===== src/core/sdram_cmd_cfg.svh =====
// Constants for the synchronous DRAM command and address decoder.
// Assumes inclusion by bare name from the package and the decoder.
`ifndef SDRAM_CMD_CFG_SVH
`define SDRAM_CMD_CFG_SVH
`define ADDR_W 12
`define BANKS 4
`define AP_BIT 10
`define ORG_X4 2'h0
`define ORG_X8 2'h1
`define ORG_X16 2'h2
`define COL_W 12
`define BURST_LEN_DEF 4'h4
`define MASK_RD_LAT 2
`endif


===== src/core/sdram_cmd_pkg.sv =====
// Types for the synchronous DRAM command and address decoder.
// Assumes the constants header sits beside it.
`include "sdram_cmd_cfg.svh"
package sdram_cmd_pkg;
  typedef enum logic [2:0] {
    CMD_NOP, CMD_ACT, CMD_RD, CMD_WR, CMD_PRE, CMD_REF, CMD_MRS, CMD_BST
  } cmd_t;
  typedef enum logic [1:0] {CLK_RUN, CLK_SUSPEND, CLK_POWERDOWN, CLK_SELFREF} clk_mode_t;
endpackage


===== src/core/sdram_cmd_decode.sv =====
// Command and address decoder of a four-bank synchronous DRAM.
// Assumes pins arrive asynchronously and pass two flip-flops first.
`timescale 1ns/100ps
`include "sdram_cmd_cfg.svh"
module sdram_cmd_decode (
  input wire logic mclk,
  input wire logic sys_rst,
  input wire logic [1:0] orgSelect,
  input wire logic clockEnable,
  input wire logic chipSelect_n,
  input wire logic rowStrobe_n,
  input wire logic columnStrobe_n,
  input wire logic writeStrobe_n,
  input wire logic [`ADDR_W-1:0] addressPins,
  input wire logic array_select_bit0,
  input wire logic array_select_bit1,
  input wire logic dataMask,
  output sdram_cmd_pkg::cmd_t command,
  output logic commandValid,
  output logic [`ADDR_W-1:0] row_address,
  output logic [`COL_W-1:0] column_address,
  output logic [1:0] bankSelect,
  output logic auto_precharge_flag,
  output logic [`BANKS-1:0] bankOpen,
  output logic burstActive,
  output sdram_cmd_pkg::clk_mode_t clockMode,
  output logic writeBlocked,
  output logic readOutputEnable
);
  import sdram_cmd_pkg::*;

  // Two-stage input synchronisers
  localparam int PW = 1 + 1 + 3 + `ADDR_W + 2 + 1 + 2;
  logic [PW-1:0] pinMeta, pinSync;
  always_ff @(posedge mclk) begin
    pinMeta <= {clockEnable, chipSelect_n, rowStrobe_n, columnStrobe_n, writeStrobe_n,
      addressPins, array_select_bit1, array_select_bit0, dataMask, orgSelect};
    pinSync <= pinMeta;
  end

  logic cke, csN, mask;
  logic [2:0] strobes;
  logic [`ADDR_W-1:0] addr;
  logic [1:0] bank;
  logic [1:0] org;
  assign {cke, csN, strobes, addr, bank, mask, org} = pinSync;

  // Decode of the strobe levels
  cmd_t decoded;
  always_comb begin
    case (strobes)
      3'h3: decoded = CMD_ACT;
      3'h5: decoded = CMD_RD;
      3'h4: decoded = CMD_WR;
      3'h2: decoded = CMD_PRE;
      3'h1: decoded = CMD_REF;
      3'h0: decoded = CMD_MRS;
      3'h6: decoded = CMD_BST;
      default: decoded = CMD_NOP;
    endcase
  end

  // Registered state and next values
  logic ckePrev;
  logic [3:0] burstCount;
  logic apPending;
  logic [1:0] apBank;
  logic [`MASK_RD_LAT-1:0] maskPipe;
  logic next_ckePrev;
  clk_mode_t next_clockMode;
  cmd_t next_command;
  logic next_commandValid;
  logic [`ADDR_W-1:0] next_row_address;
  logic [`COL_W-1:0] next_column_address;
  logic [1:0] next_bankSelect;
  logic next_auto_precharge_flag;
  logic [3:0] next_burstCount;
  logic next_burstActive;
  logic next_apPending;
  logic [1:0] next_apBank;
  wire logic [`BANKS-1:0] next_bankOpen;
  logic [`MASK_RD_LAT-1:0] next_maskPipe;
  logic next_writeBlocked;
  logic next_readOutputEnable;

  // Internal clock runs while clock enable was seen high
  logic clkOn;
  logic accept;
  logic burstEnd;
  logic apClose;
  assign clkOn = ckePrev;
  assign accept = clkOn && !csN && (clockMode == CLK_RUN);
  assign burstEnd = clkOn && (burstCount == 4'h1);
  assign apClose = burstEnd && apPending;

  // Clock enable tracking and low-power mode
  always_comb begin
    next_ckePrev = cke;
    next_clockMode = clockMode;
    if (ckePrev && !cke) begin
      if (burstActive || burstCount > 4'h1) begin
        next_clockMode = CLK_SUSPEND;
      end else if (!csN && decoded == CMD_REF) begin
        next_clockMode = CLK_SELFREF;
      end else begin
        next_clockMode = CLK_POWERDOWN;
      end
    end else if (!ckePrev && cke) begin
      next_clockMode = CLK_RUN;
    end
  end

  always_ff @(posedge mclk) begin
    if (sys_rst) begin
      ckePrev <= 1'b0;
      clockMode <= CLK_RUN;
    end else begin
      ckePrev <= next_ckePrev;
      clockMode <= next_clockMode;
    end
  end

  // Accepted command and its one-cycle strobe
  always_comb begin
    next_command = command;
    next_commandValid = 1'b0;
    if (accept) begin
      next_command = decoded;
      next_commandValid = 1'b1;
    end
  end

  always_ff @(posedge mclk) begin
    if (sys_rst) begin
      command <= CMD_NOP;
      commandValid <= 1'b0;
    end else begin
      command <= next_command;
      commandValid <= next_commandValid;
    end
  end

  // Row, column, bank and auto-precharge capture
  always_comb begin
    next_row_address = row_address;
    next_column_address = column_address;
    next_bankSelect = bankSelect;
    next_auto_precharge_flag = auto_precharge_flag;
    if (accept) begin
      case (decoded)
        CMD_ACT: begin
          next_row_address = addr;
          next_bankSelect = bank;
        end
        CMD_RD, CMD_WR: begin
          next_bankSelect = bank;
          next_auto_precharge_flag = addr[`AP_BIT];
          case (org)
            `ORG_X4: next_column_address = {addr[11], 1'b0, addr[9:0]};
            `ORG_X8: next_column_address = {2'h0, addr[9:0]};
            default: next_column_address = {3'h0, addr[8:0]};
          endcase
        end
        CMD_PRE: begin
          next_bankSelect = bank;
          next_auto_precharge_flag = addr[`AP_BIT];
        end
        default: begin
        end
      endcase
    end
  end

  always_ff @(posedge mclk) begin
    if (sys_rst) begin
      row_address <= '0;
      column_address <= '0;
      bankSelect <= 2'h0;
      auto_precharge_flag <= 1'b0;
    end else begin
      row_address <= next_row_address;
      column_address <= next_column_address;
      bankSelect <= next_bankSelect;
      auto_precharge_flag <= next_auto_precharge_flag;
    end
  end

  // Burst countdown, kept running while deselected
  always_comb begin
    next_burstCount = burstCount;
    next_burstActive = burstActive;
    next_apPending = apPending;
    next_apBank = apBank;
    if (clkOn && burstCount != 4'h0) begin
      next_burstCount = burstCount - 4'h1;
    end
    if (burstEnd) begin
      next_burstActive = 1'b0;
      next_apPending = 1'b0;
    end
    if (accept) begin
      case (decoded)
        CMD_RD, CMD_WR: begin
          next_apPending = addr[`AP_BIT];
          next_apBank = bank;
          next_burstCount = `BURST_LEN_DEF;
          next_burstActive = 1'b1;
        end
        CMD_BST: begin
          next_burstCount = 4'h0;
          next_burstActive = 1'b0;
        end
        default: begin
        end
      endcase
    end
  end

  always_ff @(posedge mclk) begin
    if (sys_rst) begin
      burstCount <= 4'h0;
      burstActive <= 1'b0;
      apPending <= 1'b0;
      apBank <= 2'h0;
    end else begin
      burstCount <= next_burstCount;
      burstActive <= next_burstActive;
      apPending <= next_apPending;
      apBank <= next_apBank;
    end
  end

  // Per-bank open flags; an activate in the same cycle wins over a close
  genvar gb;
  generate
    for (gb = 0; gb < `BANKS; gb++) begin : g_bank
      localparam logic [1:0] IDX = 2'(gb);
      logic nextOpen;
      always_comb begin
        nextOpen = bankOpen[gb];
        if (apClose && apBank == IDX) begin
          nextOpen = 1'b0;
        end
        if (accept && decoded == CMD_PRE) begin
          if (addr[`AP_BIT]) begin
            nextOpen = 1'b0;
          end else if (bank == IDX) begin
            nextOpen = 1'b0;
          end
        end
        if (accept && decoded == CMD_ACT && bank == IDX) begin
          nextOpen = 1'b1;
        end
      end
      assign next_bankOpen[gb] = nextOpen;
    end
  endgenerate

  always_ff @(posedge mclk) begin
    if (sys_rst) begin
      bankOpen <= '0;
    end else begin
      bankOpen <= next_bankOpen;
    end
  end

  // Mask pipeline: write side immediate, read side two cycles later
  always_comb begin
    next_maskPipe = maskPipe;
    next_writeBlocked = writeBlocked;
    next_readOutputEnable = readOutputEnable;
    if (clkOn) begin
      next_maskPipe = {maskPipe[`MASK_RD_LAT-2:0], mask};
      next_readOutputEnable = !maskPipe[`MASK_RD_LAT-1];
      next_writeBlocked = mask;
    end
  end

  always_ff @(posedge mclk) begin
    if (sys_rst) begin
      maskPipe <= '0;
      writeBlocked <= 1'b0;
      readOutputEnable <= 1'b1;
    end else begin
      maskPipe <= next_maskPipe;
      writeBlocked <= next_writeBlocked;
      readOutputEnable <= next_readOutputEnable;
    end
  end
endmodule // sdram_cmd_decode


===== config.mk =====
export PLATFORM = sky130hd
export DESIGN_NAME = sdram_cmd_decode
export DESIGN_NICKNAME = d
export VERILOG_FILES = /design/src/core/sdram_cmd_pkg.sv /design/src/core/sdram_cmd_decode.sv
export VERILOG_INCLUDE_DIRS = /design/src /design/src/core
export SDC_FILE = /design/constraint.sdc
export NUM_CORES = 1
export LEC_CHECK = 0
export BUFFER_PORTS_ARGS = -buffer_cell sky130_fd_sc_hd__buf_2
export CORE_AREA = 2 2 79 81
export DETAILED_ROUTE_END_ITERATION = 10
export DIE_AREA = 0 0 81 83
export PLACE_DENSITY = 0.73
export SLEW_MARGIN = 25
export SYNTH_ARGS = -nofsm -noshare
export SYNTH_HDL_FRONTEND = slang
export SYNTH_SLANG_ARGS = --single-unit
export TNS_END_PERCENT = 5

===== constraint.sdc =====
create_clock -name mclk -period 2.8 [get_ports mclk]
set_clock_uncertainty 0.2 [all_clocks]
set_input_delay 0.56 -clock mclk [delete_from_list [all_inputs] [get_ports mclk]]
set_output_delay 0.56 -clock mclk [all_outputs]
set_load 0.005 [all_outputs]

==> results of run 1 <==
-- routing by layer --
metal  routed length (µm)  global-route usage  part of all wire  up-vias
li1                     -                   -                 -     1114
met5                    0                   0                 0        -
met4                   87              0.0770             0.015        0
met2                 2660               0.270              0.47       61
met3                  302              0.0478             0.054        7
met1                 2600               0.230              0.46     1037
-- report_power, final --
group	switching [W]	total [W]	internal, W
Clock	0.000427	0.000832	0.000405
Combinational	0.0000649	0.000117	0.0000519
Sequential	0.0000299	0.00138	0.00135
-- flip-flops by register name, indices dropped and copies added (netlist names), 2 cells and up --
register	flops
maskPipe	2
clockMode	2
bankOpen	4
pinMeta	22
row_address	12
pinSync	22
apBank	2
column_address	11
burstCount	4
command	3
bankSelect	2
-- cell families after synthesis --
family,after synthesis
other,1
adder cells (fa/ha/maj),6
flip-flops,92
multiplexers,19
AO/OA/AOI/OAI,60
AND/OR/NAND/NOR,83
XOR/XNOR,3
buffers and inverters,25
-- layout make-up --
cell class	count	share of cell area
multi-input combinational	172	0.302
timing repair buffer	67	0.0975
clock inverter	4	0.0144
inverter	7	0.00737
sequential	92	0.516
tap	75	0.0263
clock buffer	10	0.0358
-- cell usage after synthesis, types with 2 or more instances --
cell type,n,area [µm²]
a211oi_1,2,15.0
a21oi_1,24,120
buf_2,5,25.0
buf_4,3,22.5
clkbuf_1,7,26.3
dfxtp_1,92,1840
ha_1,5,62.6
inv_1,7,26.3
mux2i_1,18,180
nand2_1,14,52.6
nand2b_1,2,12.5
nand3_1,15,75.1
nand4_1,3,18.8
nand4b_1,3,26.3
nor2_1,24,90.1
nor2b_1,8,50.1
nor4_1,2,12.5
o21a_1,2,15.0
o21ai_0,23,115
or3_1,2,12.5
xnor2_1,2,17.5
-- cells in the final DEF (no fill, tap or decap), drive strengths merged, types with 2 or more instances in the layout --
| master | count |
|---|---|
| o21ai | 24 |
| a21oi | 24 |
| nand4b | 3 |
| nand4 | 3 |
| xnor2 | 2 |
| clkbuf | 10 |
| nand2b | 2 |
| o21a | 2 |
| nand3 | 15 |
| mux2i | 18 |
| buf | 67 |
| a211oi | 2 |
| nor2 | 24 |
| ha | 5 |
| nor4 | 2 |
| nor2b | 8 |
| dfxtp | 92 |
| inv | 8 |
| or3 | 2 |
| nand2 | 14 |
-- worst max-delay path by stage --
stage / slack (ps) / start / end
after CTS: 510 / pinSync[17] / burstCount[3]
after floorplan: 680 / pinSync[17] / apBank[0]
after global routing: 310 / pinSync[17] / burstCount[3]
after global placement: 630 / pinSync[17] / burstCount[0]
after detailed placement: 530 / pinSync[17] / burstCount[3]
final: 490 / pinSync[17] / burstCount[3]
-- through the flow --
stage / utilization / setup WS (ps) / hold WS (ps) / total power [W]
finish: 0.613 / 488 / 109 / 0.00233
global route: 0.613 / 309 / 93.0 / 0.00242
CTS: 0.613 / 506 / 101 / 0.00235
detailed placement: 0.583 / 529 / 112 / 0.00153
global placement: 0.583 / 626 / 110 / 0.00153
floorplan: - / 683 / 110 / 0.00148
-- worst max-delay path: cells and delay by family (launching register included) --
family	cells	cell delay (ps)
and+or+nand+nor	2	370
DFF	1	490
buffers and inverters	1	80
adders and majority gates	1	340
AOI/OAI and AO/OA	2	740
==> metrics.cfg, run 1 <==
[setup_path]
crit_slowest_cell=dfxtp_1
cp_data_arrival_time_ps=2370
path_cells=inv_1, ha_1, o21ai_0, o21a_1, nor2_1, nor4_1
reg2reg_depth=6
end_kind=flip-flop
start_kind=flip-flop
slowest_delay_ps=490
r2r_start=pinSync[17]
critical_path_required_ps=2860
crit_type=flip-flop to flip-flop
r2r_end=burstCount[3]
reg2reg_setup_slack_ps=490
path_max_fanout=15

[route]
antenna_left=0
drt_iter0_drc=184
firstDrtPassIters=4
wl_per_cell_um=13.2
wl_um=5640
vias_per_cell=5.20
drc=0
dr_total_vias=2219

[clock_network]
clkTransAtPathRegs_ps=80
cts-root-buf=clkbuf_8
post_cts_resized=0
cts-htree-levels=3
clockBufferDepth=2
holdBufCountCts=0
postCtsSetupRepairBufs=0
clock_latency_ps=340
cts_num_sinks=92
cts_tree=yes
cts_buffers=9

[synth]
synth_compound_gate_area_share=0.111
synth_enable_flop_cells=0
synth-xor-area-share=0.00865
synth_top_family_by_area=simple AND/OR/NAND/NOR gates
ys.flop_type=dfxtp_1
ys_seq_area_frac=0.606
asyncSetResetFlopFracSynth=0
synth.cell_area_um2=3040
synth_fa_ha_area_frac=0.0239
ys_warn_count=0
muxShareOfSynthArea=0.0630
synth_cells=289
syn_nets=318
synth_cell_types=47
ys_ff_latch=92
yosys.area_share.simple=0.147
avgSynthCellArea_um2=10.5

[placement]
place_congestion=0.882
portBuffers=62
dp.cells=413
post-dp-hpwl_um=3890
placed_area_um2=3390

[global_route]
gr-total-overflow=0
grt_max_degree=40
grt_pass1_vias=2005
grt_usage=0.176
antenna_found_initial=0
grt_first_pass_wirelength_um=9120

[sta]
grt_setup_unrepaired=false
max_slew_margin=0.591
slew_violations=0
finalCritPeriodShare=0.826
fin_crit_ps=2310
worst_pin_slew_ps=611
hold_viol=0
finalSetupViolCount=0
finalSetupTns_ps=0
max_freq_ghz=0.432

[floorplan]
coreArea_um2=5820
dieArea_um2=6720
die_w_um=81
die_h_um=83
start_util=0.522
rows=28
io_pins=64

[cells_and_area]
areaGrowthSynthToFinish_pct=17.4
fillCellCount=524
seq_area_um2=1840
final_layout_size_suffix_gt1_frac=0.236
n_antenna_cell=0
design_area_um2=3570
final_cells=427
fin_nets=378
multi_input_comb_area_um2=1080

[pwr]
max-vdd-ir-drop_uv=471
leakage_nw=1.60
power.density_nw_per_um2=654

[run]
cap_violations=0

[hold_path]
min_path_type=primary input to flip-flop
worstHoldStart=addressPins[11]
holdPathEnd=pinMeta[16]
holdPathStages=1

[run_status]
outcome=complete, no violations

(Power assumes the default switching activity.)
==> run 2: changes to the inputs <==
==> constraint.sdc (replaced) <==
create_clock -name mclk -period 2.3 [get_ports mclk]
set_clock_uncertainty 0.2 [all_clocks]
set_input_delay 0.46 -clock mclk [delete_from_list [all_inputs] [get_ports mclk]]
set_output_delay 0.46 -clock mclk [all_outputs]
set_load 0.005 [all_outputs]
==> metrics.cfg, run 2 (synthesis results as in run 1) <==
[pwr]
power.density_nw_per_um2=764  ; +17%
max-vdd-ir-drop_uv=507  ; +7.6%
leakage_nw=1.72  ; +7.7%

[setup_path]
slowest_delay_ps=340  ; -150 ps
crit_top_cell=o21ai_0
cp_data_arrival_time_ps=2120  ; -250 ps
end_kind=flip-flop
start_kind=flip-flop
cp_top_family=compound AO/OA/AOI/OAI gates
crit_buf_inv=2  ; +1
reg2reg_setup_slack_ps=270  ; -220 ps
r2r_end=column_address[2]
reg2reg_depth=7  ; +1
crit_type=flip-flop to flip-flop
path_cells=inv_1, ha_1, o21ai_0, o21a_1, buf_4, o21ai_0, a21oi_1
path_max_fanout=8  ; -7
r2r_start=pinSync[17]
crit_slowest_cell=dfxtp_1
critical_path_required_ps=2390  ; -470 ps

[sta]
finalSetupViolCount=0  ; unchanged
finalCritPeriodShare=0.883  ; +0.0574
hold_viol=0  ; unchanged
fin_ws_ps=269  ; -219 ps
fin_crit_ps=2030  ; -281 ps
finalSetupTns_ps=0  ; unchanged
grt_setup_unrepaired=false
fin_hold_ws_ps=129  ; +20.4 ps
max_freq_ghz=0.492  ; +14%
slew_violations=0  ; unchanged

[cells_and_area]
layout_commonest_cell=dfxtp_1
fin_nets=405  ; +7.1%
layout_common_cells=dfxtp_1, buf_2, a21oi_1, nor2_1, o21ai_0
fin_util=0.661  ; +0.0480
final_cells=456  ; +6.8%
final_layout_size_suffix_gt1_frac=0.236  ; +0.000425
reg_top3=pinMeta (22), pinSync (22), row_address (12)
n_antenna_cell=0  ; unchanged
areaGrowthSynthToFinish_pct=26.6

[route]
wl_um=6080  ; +7.8%
antenna_left=0  ; unchanged
drc=0  ; unchanged
wl_per_cell_um=13.3  ; +0.91%
vias_per_cell=5.11  ; -1.7%
dr_total_vias=2330  ; +5.0%
firstDrtPassIters=4  ; unchanged
drt_iter0_drc=122  ; -34%

[global_route]
grt_usage=0.195  ; +0.0198
grt_max_degree=25  ; -38%
grt_first_pass_wirelength_um=10100  ; +11%
antenna_found_initial=0  ; unchanged
gr-total-overflow=0  ; unchanged
grt_pass1_vias=2202  ; +9.8%

[hold_path]
worstHoldStart=pinMeta[14]
holdPathStages=0  ; -1
holdPathEnd=pinSync[14]
min_path_type=flip-flop to flip-flop

[floorplan]
dieArea_um2=6720  ; unchanged
io_pins=64  ; unchanged
die_h_um=83  ; unchanged
coreArea_um2=5820  ; unchanged
die_w_um=81  ; unchanged
rows=28  ; unchanged
start_util=0.522  ; unchanged

[run_status]
outcome=complete, no violations

[clock_network]
cts_num_sinks=92  ; unchanged
cts-root-buf=clkbuf_8
clkTransAtPathRegs_ps=90  ; about the same
cts_buffers=9  ; unchanged
cts_tree=yes
clockBufferDepth=2  ; unchanged
cts-htree-levels=3  ; unchanged
clock_latency_ps=360  ; +20 ps

[placement]
place_congestion=0.829  ; -6.0%
dp.cells=418  ; +1.2%
pre_cts_ws_ps=319  ; -210 ps
post-dp-hpwl_um=4070  ; +4.8%
portBuffers=62  ; unchanged

[run]
cap_violations=0  ; unchanged

-- run 2: cell count changes in the layout (fill, tap and decap cells not counted), sizes merged --
cell | previous run | this run
buf | 67 | 72
clkbuf | 10 | 11
clkinvlp | 1 | 2
dlygate4sd3 | 0 | 22
-- run 2: where the power goes --
part	internal, W	total (W)	switching (W)
registers	0.00165	0.00168	0.0000337
logic	0.0000932	0.000181	0.0000878
clock network	0.000534	0.00108	0.000544
-- run 2: repair_timing --
item,in CTS,in global routing
hold buffers,22,0
resized for setup,0,0
setup endpoints to repair,0,0
buffers inserted,0,0
hold endpoints to repair,22,0
-- run 2: cell type report --
type	count	area, µm²
clock buffer	11	141
clock inverter	5	58.8
fill	483	1970
inverter	7	26.3
multi-input combinational	172	1080
sequential	92	1840
tap	75	93.8
timing repair buffer	94	606
-- run 2: routing by layer --
layer | wire [µm] | track usage | vias up
met5 | 0 | 0 | -
met4 | 115 | 0.0971 | 0
met3 | 287 | 0.0489 | 9
met2 | 2980 | 0.314 | 64
met1 | 2700 | 0.240 | 1090
li1 | - | - | 1167
-- run 2: worst max path at each step --
stage                      from           endpoint  slack [ps]  cells past startpoint
floorplan           pinSync[17]          apBank[0]         180                      8
global placement    pinSync[17]  column_address[9]         420                      7
detailed placement  pinSync[19]  column_address[2]         320                      6
CTS                 pinSync[17]  column_address[2]         290                      7
global route        pinSync[19]  column_address[9]          90                      6
finish              pinSync[17]  column_address[2]         270                      7
-- run 2: worst register-to-register path, stage by stage, from the launching register on --
cell and delay [ps]:
dfxtp_1 340, inv_1 50, ha_1 320, o21ai_0 310, o21a_1 310, buf_4 200
o21ai_0 90, a21oi_1 150
-- run 2: per-stage QoR --
stage | power [W] | area [µm²]
after floorplan | 0.00181 | 3040
after global placement | 0.00187 | 3430
after detailed placement | 0.00187 | 3430
after CTS | 0.00296 | 3850
after global routing | 0.00306 | 3850
final | 0.00294 | 3850
